`config.mk`:
```
export PLATFORM = sky130hd
export DESIGN_NAME = acc_top
export DESIGN_NICKNAME = d
export VERILOG_FILES = /design/src/acc_sync.v /design/src/acc_top.v
export VERILOG_INCLUDE_DIRS = /design/src
export SDC_FILE = /design/constraint.sdc
export NUM_CORES = 1
export LEC_CHECK = 0
export ABC_AREA = 1
export BUFFER_PORTS_ARGS = -buffer_cell sky130_fd_sc_hd__buf_4
export CAP_MARGIN = 5
export CORE_UTILIZATION = 40
export DETAILED_ROUTE_END_ITERATION = 8
export GPL_ROUTABILITY_DRIVEN = 0
export REMOVE_ABC_BUFFERS = 1
export SYNTH_ARGS = -nofsm -noshare
export SYNTH_HDL_FRONTEND = slang
export SYNTH_HIERARCHICAL = 1
export SYNTH_SLANG_ARGS = --single-unit
```
`constraint.sdc`:
```
create_clock -name clock -period 1.7 [get_ports clock]
set_clock_uncertainty 0.2 [all_clocks]
set_input_delay 0.34 -clock clock [delete_from_list [all_inputs] [get_ports clock]]
set_output_delay 0.34 -clock clock [all_outputs]
set_load 0.03 [all_outputs]
```
`src/acc_map.vh`:
```
// Purpose: register offsets, field positions, reset values and codes for the comparator control block
// Assumes: byte-wide register port, 8-bit addresses
// Notes: definitions only, no logic
`ifndef ACC_MAP_VH
`define ACC_MAP_VH

// register offsets
`define ACC_OFS_CTRL 8'h00
`define ACC_OFS_EVT 8'h01
`define ACC_OFS_MSK 8'h02

// control and status field positions
`define ACC_CTRL_PWR_OFF 7
`define ACC_CTRL_RSVD 6
`define ACC_CTRL_RESULT 5
`define ACC_CTRL_FLAG 4
`define ACC_CTRL_IEN 3
`define ACC_CTRL_ROUTE 2
`define ACC_CTRL_MODE_HI 1
`define ACC_CTRL_MODE_LO 0

// interrupt mode codes
`define ACC_MODE_TOGGLE 2'h0
`define ACC_MODE_RSVD 2'h1
`define ACC_MODE_FALL 2'h2
`define ACC_MODE_RISE 2'h3

// event status and mask field positions
`define ACC_EVT_RISE 0
`define ACC_EVT_FALL 1
`define ACC_EVT_FLAG 2
`define ACC_EVT_USED 8'h07

// reset values
`define ACC_CTRL_RST 8'h00
`define ACC_EVT_RST 8'h00
`define ACC_MSK_RST 8'h00
`define ACC_RDATA_IDLE 8'h00

`endif

```
`src/acc_sync.v`:
```
// Purpose: bring the comparator output into the clock domain and keep one older sample
// Assumes: async_in may change at any time
// Notes: only the second stage and the older sample leave this module
`timescale 1ns/10ps
`default_nettype none

module acc_sync (
  input wire clock,
  input wire rstn,
  input wire async_in,
  output wire level,
  output wire level_prev
);

  reg meta_q;
  reg sync_q;
  reg prev_q;

  // first stage feeds the second stage only
  always @(posedge clock or negedge rstn) begin
    if (!rstn) begin
      meta_q <= 1'b0;
      sync_q <= 1'b0;
      prev_q <= 1'b0;
    end else begin
      meta_q <= async_in;
      sync_q <= meta_q;
      prev_q <= sync_q;
    end
  end

  assign level = sync_q;
  assign level_prev = prev_q;

endmodule // acc_sync

`default_nettype wire

```
`src/acc_top.v`:
```
// Purpose: control, status and interrupt logic around an on-chip voltage comparator
// Assumes: cmp_raw is the analog comparator's digital output, asynchronous to clock;
//          cpu_irq_global and vector_taken come from logic on the same clock
// Notes: one control and status register plus an event status and mask pair;
//        all outputs are flip-flops
`timescale 1ns/10ps
`default_nettype none

`include "acc_map.vh"

module acc_top (
  input wire clock,
  input wire rstn,
  input wire [7:0] reg_addr,
  input wire [7:0] reg_wdata,
  input wire reg_wr,
  input wire reg_rd,
  output wire [7:0] reg_rdata,
  input wire cmp_raw,
  input wire cpu_irq_global,
  input wire vector_taken,
  output wire cmp_power_off,
  output wire cmp_irq_req,
  output wire capture_src,
  output wire irq
);

  // mode decode, used for the flag and for the event status
  function mode_match;
    input [1:0] mode;
    input rise;
    input fall;
    begin
      case (mode)
        `ACC_MODE_TOGGLE: mode_match = rise | fall;
        `ACC_MODE_FALL: mode_match = fall;
        `ACC_MODE_RISE: mode_match = rise;
        default: mode_match = 1'b0;
      endcase
    end
  endfunction

  // address decode, used by both strobes
  function hit;
    input [7:0] addr;
    input [7:0] ofs;
    begin
      hit = (addr == ofs);
    end
  endfunction

  // reset image of the control register, taken apart per field
  localparam [7:0] CTRL_RST = `ACC_CTRL_RST;

  wire cmp_level;
  wire cmp_level_prev;
  wire cmp_result;
  wire cmp_rise;
  wire cmp_fall;
  wire mode_event;
  wire wr_ctrl;
  wire wr_msk;
  wire rd_ctrl;
  wire rd_evt;
  wire rd_msk;
  wire [7:0] ctrl_view;

  reg pwr_off_q;
  reg pwr_off_d;
  reg flag_q;
  reg flag_d;
  reg ien_q;
  reg ien_d;
  reg route_q;
  reg route_d;
  reg [1:0] mode_q;
  reg [1:0] mode_d;
  reg [7:0] evt_q;
  reg [7:0] evt_d;
  reg [7:0] msk_q;
  reg [7:0] msk_d;
  reg [7:0] rdata_q;
  reg [7:0] rdata_d;
  reg irq_req_q;
  reg capture_q;
  reg irq_q;

  acc_sync u_sync (
    .clock(clock),
    .rstn(rstn),
    .async_in(cmp_raw),
    .level(cmp_level),
    .level_prev(cmp_level_prev)
  );

  // comparator output after synchronising; an unpowered comparator reads zero
  assign cmp_result = cmp_level & ~pwr_off_q;

  // edges from two consecutive synchronised samples
  assign cmp_rise = cmp_level & ~cmp_level_prev;
  assign cmp_fall = ~cmp_level & cmp_level_prev;

  // no events while powered off; the power change itself may still
  // produce one edge, which is why software disables first
  assign mode_event = mode_match(mode_q, cmp_rise, cmp_fall) & ~pwr_off_q;

  assign wr_ctrl = reg_wr & hit(reg_addr, `ACC_OFS_CTRL);
  assign wr_msk = reg_wr & hit(reg_addr, `ACC_OFS_MSK);
  assign rd_ctrl = reg_rd & hit(reg_addr, `ACC_OFS_CTRL);
  assign rd_evt = reg_rd & hit(reg_addr, `ACC_OFS_EVT);
  assign rd_msk = reg_rd & hit(reg_addr, `ACC_OFS_MSK);

  // live view of the control and status register
  assign ctrl_view = {pwr_off_q,
                      1'b0,
                      cmp_result,
                      flag_q,
                      ien_q,
                      route_q,
                      mode_q};

  // plain control bits
  always @* begin
    pwr_off_d = pwr_off_q;
    ien_d = ien_q;
    route_d = route_q;
    mode_d = mode_q;
    if (wr_ctrl) begin
      pwr_off_d = reg_wdata[`ACC_CTRL_PWR_OFF];
      ien_d = reg_wdata[`ACC_CTRL_IEN];
      route_d = reg_wdata[`ACC_CTRL_ROUTE];
      mode_d = reg_wdata[`ACC_CTRL_MODE_HI:`ACC_CTRL_MODE_LO];
    end
  end

  // interrupt flag: a new event beats a clear in the same cycle
  always @* begin
    flag_d = flag_q;
    if (vector_taken) begin
      flag_d = 1'b0;
    end
    if (wr_ctrl && reg_wdata[`ACC_CTRL_FLAG]) begin
      flag_d = 1'b0;
    end
    if (mode_event) begin
      flag_d = 1'b1;
    end
  end

  // sticky event status, cleared by reading it; set wins over the read
  always @* begin
    evt_d = evt_q;
    if (rd_evt) begin
      evt_d = `ACC_EVT_RST;
    end
    if (cmp_rise && !pwr_off_q) begin
      evt_d[`ACC_EVT_RISE] = 1'b1;
    end
    if (cmp_fall && !pwr_off_q) begin
      evt_d[`ACC_EVT_FALL] = 1'b1;
    end
    if (mode_event) begin
      evt_d[`ACC_EVT_FLAG] = 1'b1;
    end
  end

  // mask keeps only the implemented bits
  always @* begin
    msk_d = msk_q;
    if (wr_msk) begin
      msk_d = reg_wdata & `ACC_EVT_USED;
    end
  end

  // read data stand for exactly one cycle after the strobe
  always @* begin
    rdata_d = `ACC_RDATA_IDLE;
    if (rd_ctrl) begin
      rdata_d = ctrl_view;
    end else if (rd_evt) begin
      rdata_d = evt_q;
    end else if (rd_msk) begin
      rdata_d = msk_q;
    end
  end

  always @(posedge clock or negedge rstn) begin
    if (!rstn) begin
      pwr_off_q <= CTRL_RST[`ACC_CTRL_PWR_OFF];
      ien_q <= CTRL_RST[`ACC_CTRL_IEN];
      route_q <= CTRL_RST[`ACC_CTRL_ROUTE];
      mode_q <= CTRL_RST[`ACC_CTRL_MODE_HI:`ACC_CTRL_MODE_LO];
      flag_q <= CTRL_RST[`ACC_CTRL_FLAG];
      evt_q <= `ACC_EVT_RST;
      msk_q <= `ACC_MSK_RST;
      rdata_q <= `ACC_RDATA_IDLE;
    end else begin
      pwr_off_q <= pwr_off_d;
      ien_q <= ien_d;
      route_q <= route_d;
      mode_q <= mode_d;
      flag_q <= flag_d;
      evt_q <= evt_d;
      msk_q <= msk_d;
      rdata_q <= rdata_d;
    end
  end

  // outputs, all from flops
  always @(posedge clock or negedge rstn) begin
    if (!rstn) begin
      irq_req_q <= 1'b0;
      capture_q <= 1'b0;
      irq_q <= 1'b0;
    end else begin
      // request drops the cycle after vector_taken, at the same edge as the flag, via flag_d
      irq_req_q <= flag_d & ien_d & cpu_irq_global;
      // gated to zero when not routed so the capture unit sees no activity
      capture_q <= route_d & cmp_result;
      irq_q <= |(evt_d & msk_d);
    end
  end

  assign cmp_power_off = pwr_off_q;
  assign cmp_irq_req = irq_req_q;
  assign capture_src = capture_q;
  assign irq = irq_q;
  assign reg_rdata = rdata_q;

endmodule // acc_top

`default_nettype wire

```
* Word level (Yosys, flattened, before mapping)
Index checks and enable logic that the tools add are counted.
** Word-level totals
- Logic and storage cells :: 56
- Bits of input ports :: 23
- Output and inout port bits :: 12
- Register bits :: 36
** Operators by class
- Bitwise logic cells :: 17
- Eq/ne operators :: 4
- Reduce and logical (&&, ||, !) cells :: 7
- Muxes and demuxes :: 14
** Operators with widths (count)
- $mux W8 :: 5
- $and A1 B1 Y1 :: 12
- $and A8 B8 Y8 :: 1
- $eq A8 B1 Y1 const B :: 1
- $eq A8 B2 Y1 const B :: 1
- $logic_not A8 Y1 :: 1
- $mux W1 :: 8
- $reduce_or A8 Y1 :: 1
- $eq A2 B2 Y1 const B :: 2
- $logic_and A1 B1 Y1 :: 3
- $not A1 Y1 :: 3
- $pmux W1 S3 :: 1
- $logic_not A2 Y1 :: 1
- $logic_not A1 Y1 :: 1
- $or A1 B1 Y1 :: 1

* Depth between registers and ports, before layout
- Depth in word-level cells :: 8
- Mapped depth :: 10
- Gate-level depth less buffers :: 10

* Hierarchy
The synthesis kept the hierarchy.
** Modules (own cells, without submodules)
- acc_top :: area each 1493.9 um2, times used 1, sequential area each 825.8 um2, cells an instance 169
- acc_sync :: area each 75.1 um2, times used 1, sequential area each 75.1 um2, cells an instance 3

* Worst setup path before layout
No wires, ideal clock.
- Path type :: register to register
- Start :: register u_sync.sync_q, in the netlist u_sync/level
- End :: register irq_q, in the netlist irq
- Clock period less this slack :: 1.448 ns
- Data required time :: 1.381 ns
- Arrival :: 1.130 ns
- Setup time :: 0.119 ns
- Setup slack :: 0.252 ns
- Cell stages (with the launch flop) :: 10
- Buffers on the path :: 0
- Cell sequence :: dfrtp_1 -> inv_1 -> ha_1 -> o21ai_0 -> nand3_1 -> nand2_1 -> nand2_1 -> nand2_1 -> nor2_1 -> nand2_1
** Between the ends
- Cells in the longest elaborated chain, start to end :: 8
- Elaborated cells on any way between the ends :: 13
- Classes of those cells :: 4 x mux; 6 x bitwise; 3 x reduce/logical
** Ends and longest elaborated chain
- start, declared :: line acc_sync.v:16 : reg sync_q;
- start signal, assigned :: line acc_sync.v:27 : sync_q <= meta_q;
- $not A1 Y1 :: line acc_top.v:101 : assign cmp_fall = ~cmp_level & cmp_level_prev;
- $and A1 B1 Y1 :: line acc_top.v:101
- $or A1 B1 Y1 :: line acc_top.v:35 : `ACC_MODE_TOGGLE: mode_match = rise | fall;
- $pmux W1 S3 (*) :: line acc_top.v:34 : case (mode)
- $and A1 B1 Y1 (*) :: line acc_top.v:105 : assign mode_event = mode_match(mode_q, cmp_rise, cmp_fall) & ~pwr_off_q;
- $mux W1 (*) :: line acc_top.v:162 : if (mode_event) begin
- via evt_d[2] :: line acc_top.v:79 : reg [7:0] evt_d;
- $and A8 B8 Y8 (*) :: line acc_top.v:220 : irq_q <= |(evt_d & msk_d);
- $reduce_or A8 Y1 (*) :: line acc_top.v:220
- end signal, assigned :: line acc_top.v:220
- end, declared :: line acc_top.v:86 : reg irq_q;
Mark *: on every way through the listed nets, which the timed path passes. The rest lies on a longest branch.
A chain may end at the register's enable or synchronous reset.

* Worst setup path in the final report
- Start :: register u_sync.prev_q, in the netlist u_sync/level_prev
- End :: register irq_q, in the netlist irq
** Between the ends
- Cells in the longest elaborated chain, start to end :: 8
- Elaborated cells on any way between the ends :: 13
- Classes of those cells :: 4 x mux; 6 x bitwise; 3 x reduce/logical
** Ends and longest elaborated chain
- start, declared :: line acc_sync.v:17 : reg prev_q;
- start signal, assigned :: line acc_sync.v:28 : prev_q <= sync_q;
- $not A1 Y1 :: line acc_top.v:100 : assign cmp_rise = cmp_level & ~cmp_level_prev;
- $and A1 B1 Y1 :: line acc_top.v:100
- $or A1 B1 Y1 :: line acc_top.v:35
- $pmux W1 S3 (*) :: line acc_top.v:34
- $and A1 B1 Y1 (*) :: line acc_top.v:105
- $mux W1 (*) :: line acc_top.v:162
- via evt_d[2] :: line acc_top.v:79
- $and A8 B8 Y8 (*) :: line acc_top.v:220
- $reduce_or A8 Y1 (*) :: line acc_top.v:220
Marked as above.

==> results.md <==
* Pleak at ~1.1 nW
* Crit path DAT at 1.58 ns
* Worst path required time at approximately 1.7 ns
* Drt initial violations at 30
* Worst slew margin at roughly 70%
* Number of cell rows at 22
* Critical Path Sink Type: flop
* Measured slew at the worst slew-check pin at approximately 0.44 ns
* Die W at about 65 um
* Sequential area share after synthesis at a little under three fifths
* Maximum fanout along the worst path at 2
* Util after Layout at 55.4%
* Die Height at ~65 um
* Power per cell area at between 800 and 900 mW/mm^2
* Most common library cells after synthesis: nand2_1, dfrtp_1, inv_1, nor2_1, nand3_1
* Setup crit start kind: flop
* Nets at 244
* Final setup vio count at 0
* Main area contributors after synthesis: dfrtp_1, nand2_1, inv_1
* Fraction of registers with async set/reset at 100%
* Clk root buf: clkbuf_8
* Final worst-path cycle share at 94.5%
* Synth Warn # at 6
* Initial Util at ~42%
* GRT Total Usage at a little under a fifth
* Fmax at 623 MHz
* TritonCTS buffer count at 5
* Clock Latency Late Sink at approximately 0.28 ns
* Vias in the first global route at 1279
* Clock Path Buffers at 2
* Slew Limit Fails at 0
* Die ar. at roughly 0.0042 mm^2
* Fillcell total at between 300 and 400
* HP Class: in -> reg
* Router iterations before antenna repair at 4
* Largest net degree at the start of global routing at 37
* Max H-tree Level at 2
* Main flop type after synthesis: dfrtp_1
* DP Area at 0.00190 mm^2
* First-pass GRT wire length at roughly 5600 um
* Io pins at 35
* PortBufs at 32
* Post-route ant nets at 0
* Post-DP HPWL at roughly 2400 um
* Synthesized area per cell at around 9.1 um^2
* Via density per instance at ~4.6
* Max-cap violations at 0
* FF+latch area at around 900 um^2
* Critical path class: reg -> reg
* P&R area growth vs syn at 31.1%
* Vias at around 1200
* Final Hold Viols at 0
* CTS tree: built
* Share of cells above drive strength 1 at just under 30%
* Total core area at 0.00372 mm^2
* Post-synthesis cell type count at 20
* Synthesized cell area at 0.00157 mm^2
* Placed Cells at between 200 and 300
* Tmin final at 1.61 ns
* Diodes inserted at 0
* Status: finished, final reports clean
* Post-synth top area cell: dfrtp_1
* Most frequent cell after synthesis: nand2_1
* Number of flops mapped to enable cells by yosys at 0
* Area of the multi-input gates at 574 um^2
* Initial antenna violation count at 0
* DRC errors left at 0
* #FFs+latches synth at 36
* Post-Syn Instances at about 170
* Final wirelength at roughly 3300 um
* R2R setup slack at roughly 0.094 ns
* Finished Cell Area at a little over 0.002 mm^2
* Fin Setup TNS at 0 ns
* Yosys top cell area share at between 50% and 60%
* Post-Layout Cell Count at between 200 and 300
* CTS Sinks at 36
* Reg clk slew, reported paths at around 0.070 ns
* Remaining global-route overflow at 0
* Peak VDD IR at 0.000430 V
* DR WL/cell at ~12 um
-- cells by family after synthesis --
group                      after synthesis  synth area share, %
and+or+nand+nor                         89                 28.1
DFF                                     36                 57.4
buffers and inverters                   29                 6.94
AOI/OAI and AO/OA                       16                 5.98
adders and majority gates                2                 1.59
-- timing repair --
item | in CTS | in global routing
buffers inserted | 0 | 2
resized for setup | 0 | 4
hold buffers | 2 | 0
setup endpoints to repair | 0 | 2
hold endpoints to repair | 37 | 0
-- stage by stage --
step	hold slack (ns)	power, W	worst slack, ns
detailed placement	0.121	0.00110	0.00256
global placement	0.115	0.00109	0.0214
CTS	0.104	0.00183	0.0503
finish	0.106	0.00182	0.0939
global route	0.120	0.00190	-0.0228
floorplan	-0.156	0.00101	0.252
-- routing by layer --
layer,up-vias,global-route usage [%],wire length [um]
met1,578,23.1,1520
met5,-,0,0
met4,0,9.17,66
li1,631,-,-
met3,8,3.17,120
met2,29,29.6,1640
-- sequential cells by signal (all words and copies together) (netlist names) --
name,flops
msk_q,8
evt_q,8
irq,1
ien_q,1
cmp_irq_req,1
reg_rdata,8
route_q,1
u_sync/level_prev,1
mode_q,2
flag_q,1
u_sync/level,1
cmp_power_off,1
u_sync/meta_q,1
capture_src,1
-- layout by cell type, fill, tap and decap left out, types with 3 or more instances in the layout --
cell / instances
a21oi_1: 5
buf_4: 38
clkbuf_8: 5
dfrtp_1: 36
inv_1: 26
inv_2: 3
nand2_1: 42
nand3_1: 14
nor2_1: 17
nor2_2: 4
nor2_4: 4
o211ai_1: 4
o21ai_0: 3
o21ai_1: 3
-- power breakdown --
part           internal (W)  switching, W
registers          0.000897     0.0000229
clock network      0.000435      0.000292
logic             0.0000734     0.0000988
total               0.00140      0.000414
-- cell type report --
type                       instances  share of cell area [%]
clock buffer                       6                    3.53
tap                               48                    2.92
multi-input combinational        107                    27.9
clock inverter                     2                    1.70
inverter                          29                    5.29
sequential                        36                    43.8
timing repair buffer              40                    14.8
-- worst max-delay path, stage by stage (launching register included) --
cell     delay, ns
dfrtp_1       0.42
inv_1         0.07
ha_2          0.18
nand2_1       0.07
nand3_1       0.08
nand3_1       0.12
nand2_1       0.08
nand2_1       0.06
nand2_1       0.05
nor2_1        0.09
nand2_1       0.07
-- final timing paths --
path                                                  start                     end  cells after the start
worst max-delay path            u_sync/level_prev$_DFF_PN0_           irq$_DFF_PN0_                     10
min in group asynchronous                              rstn  reg_rdata[3]$_DFF_PN0_                      2
worst max register to register  u_sync/level_prev$_DFF_PN0_           irq$_DFF_PN0_                     10
max in group asynchronous                              rstn      evt_q[1]$_DFF_PN0_                      2
worst min register to register      u_sync/meta_q$_DFF_PN0_  u_sync/level$_DFF_PN0_                      0
worst min-delay path                         cpu_irq_global   cmp_irq_req$_DFF_PN0_                      2
Note: power is estimated with default switching activity, not from simulation.
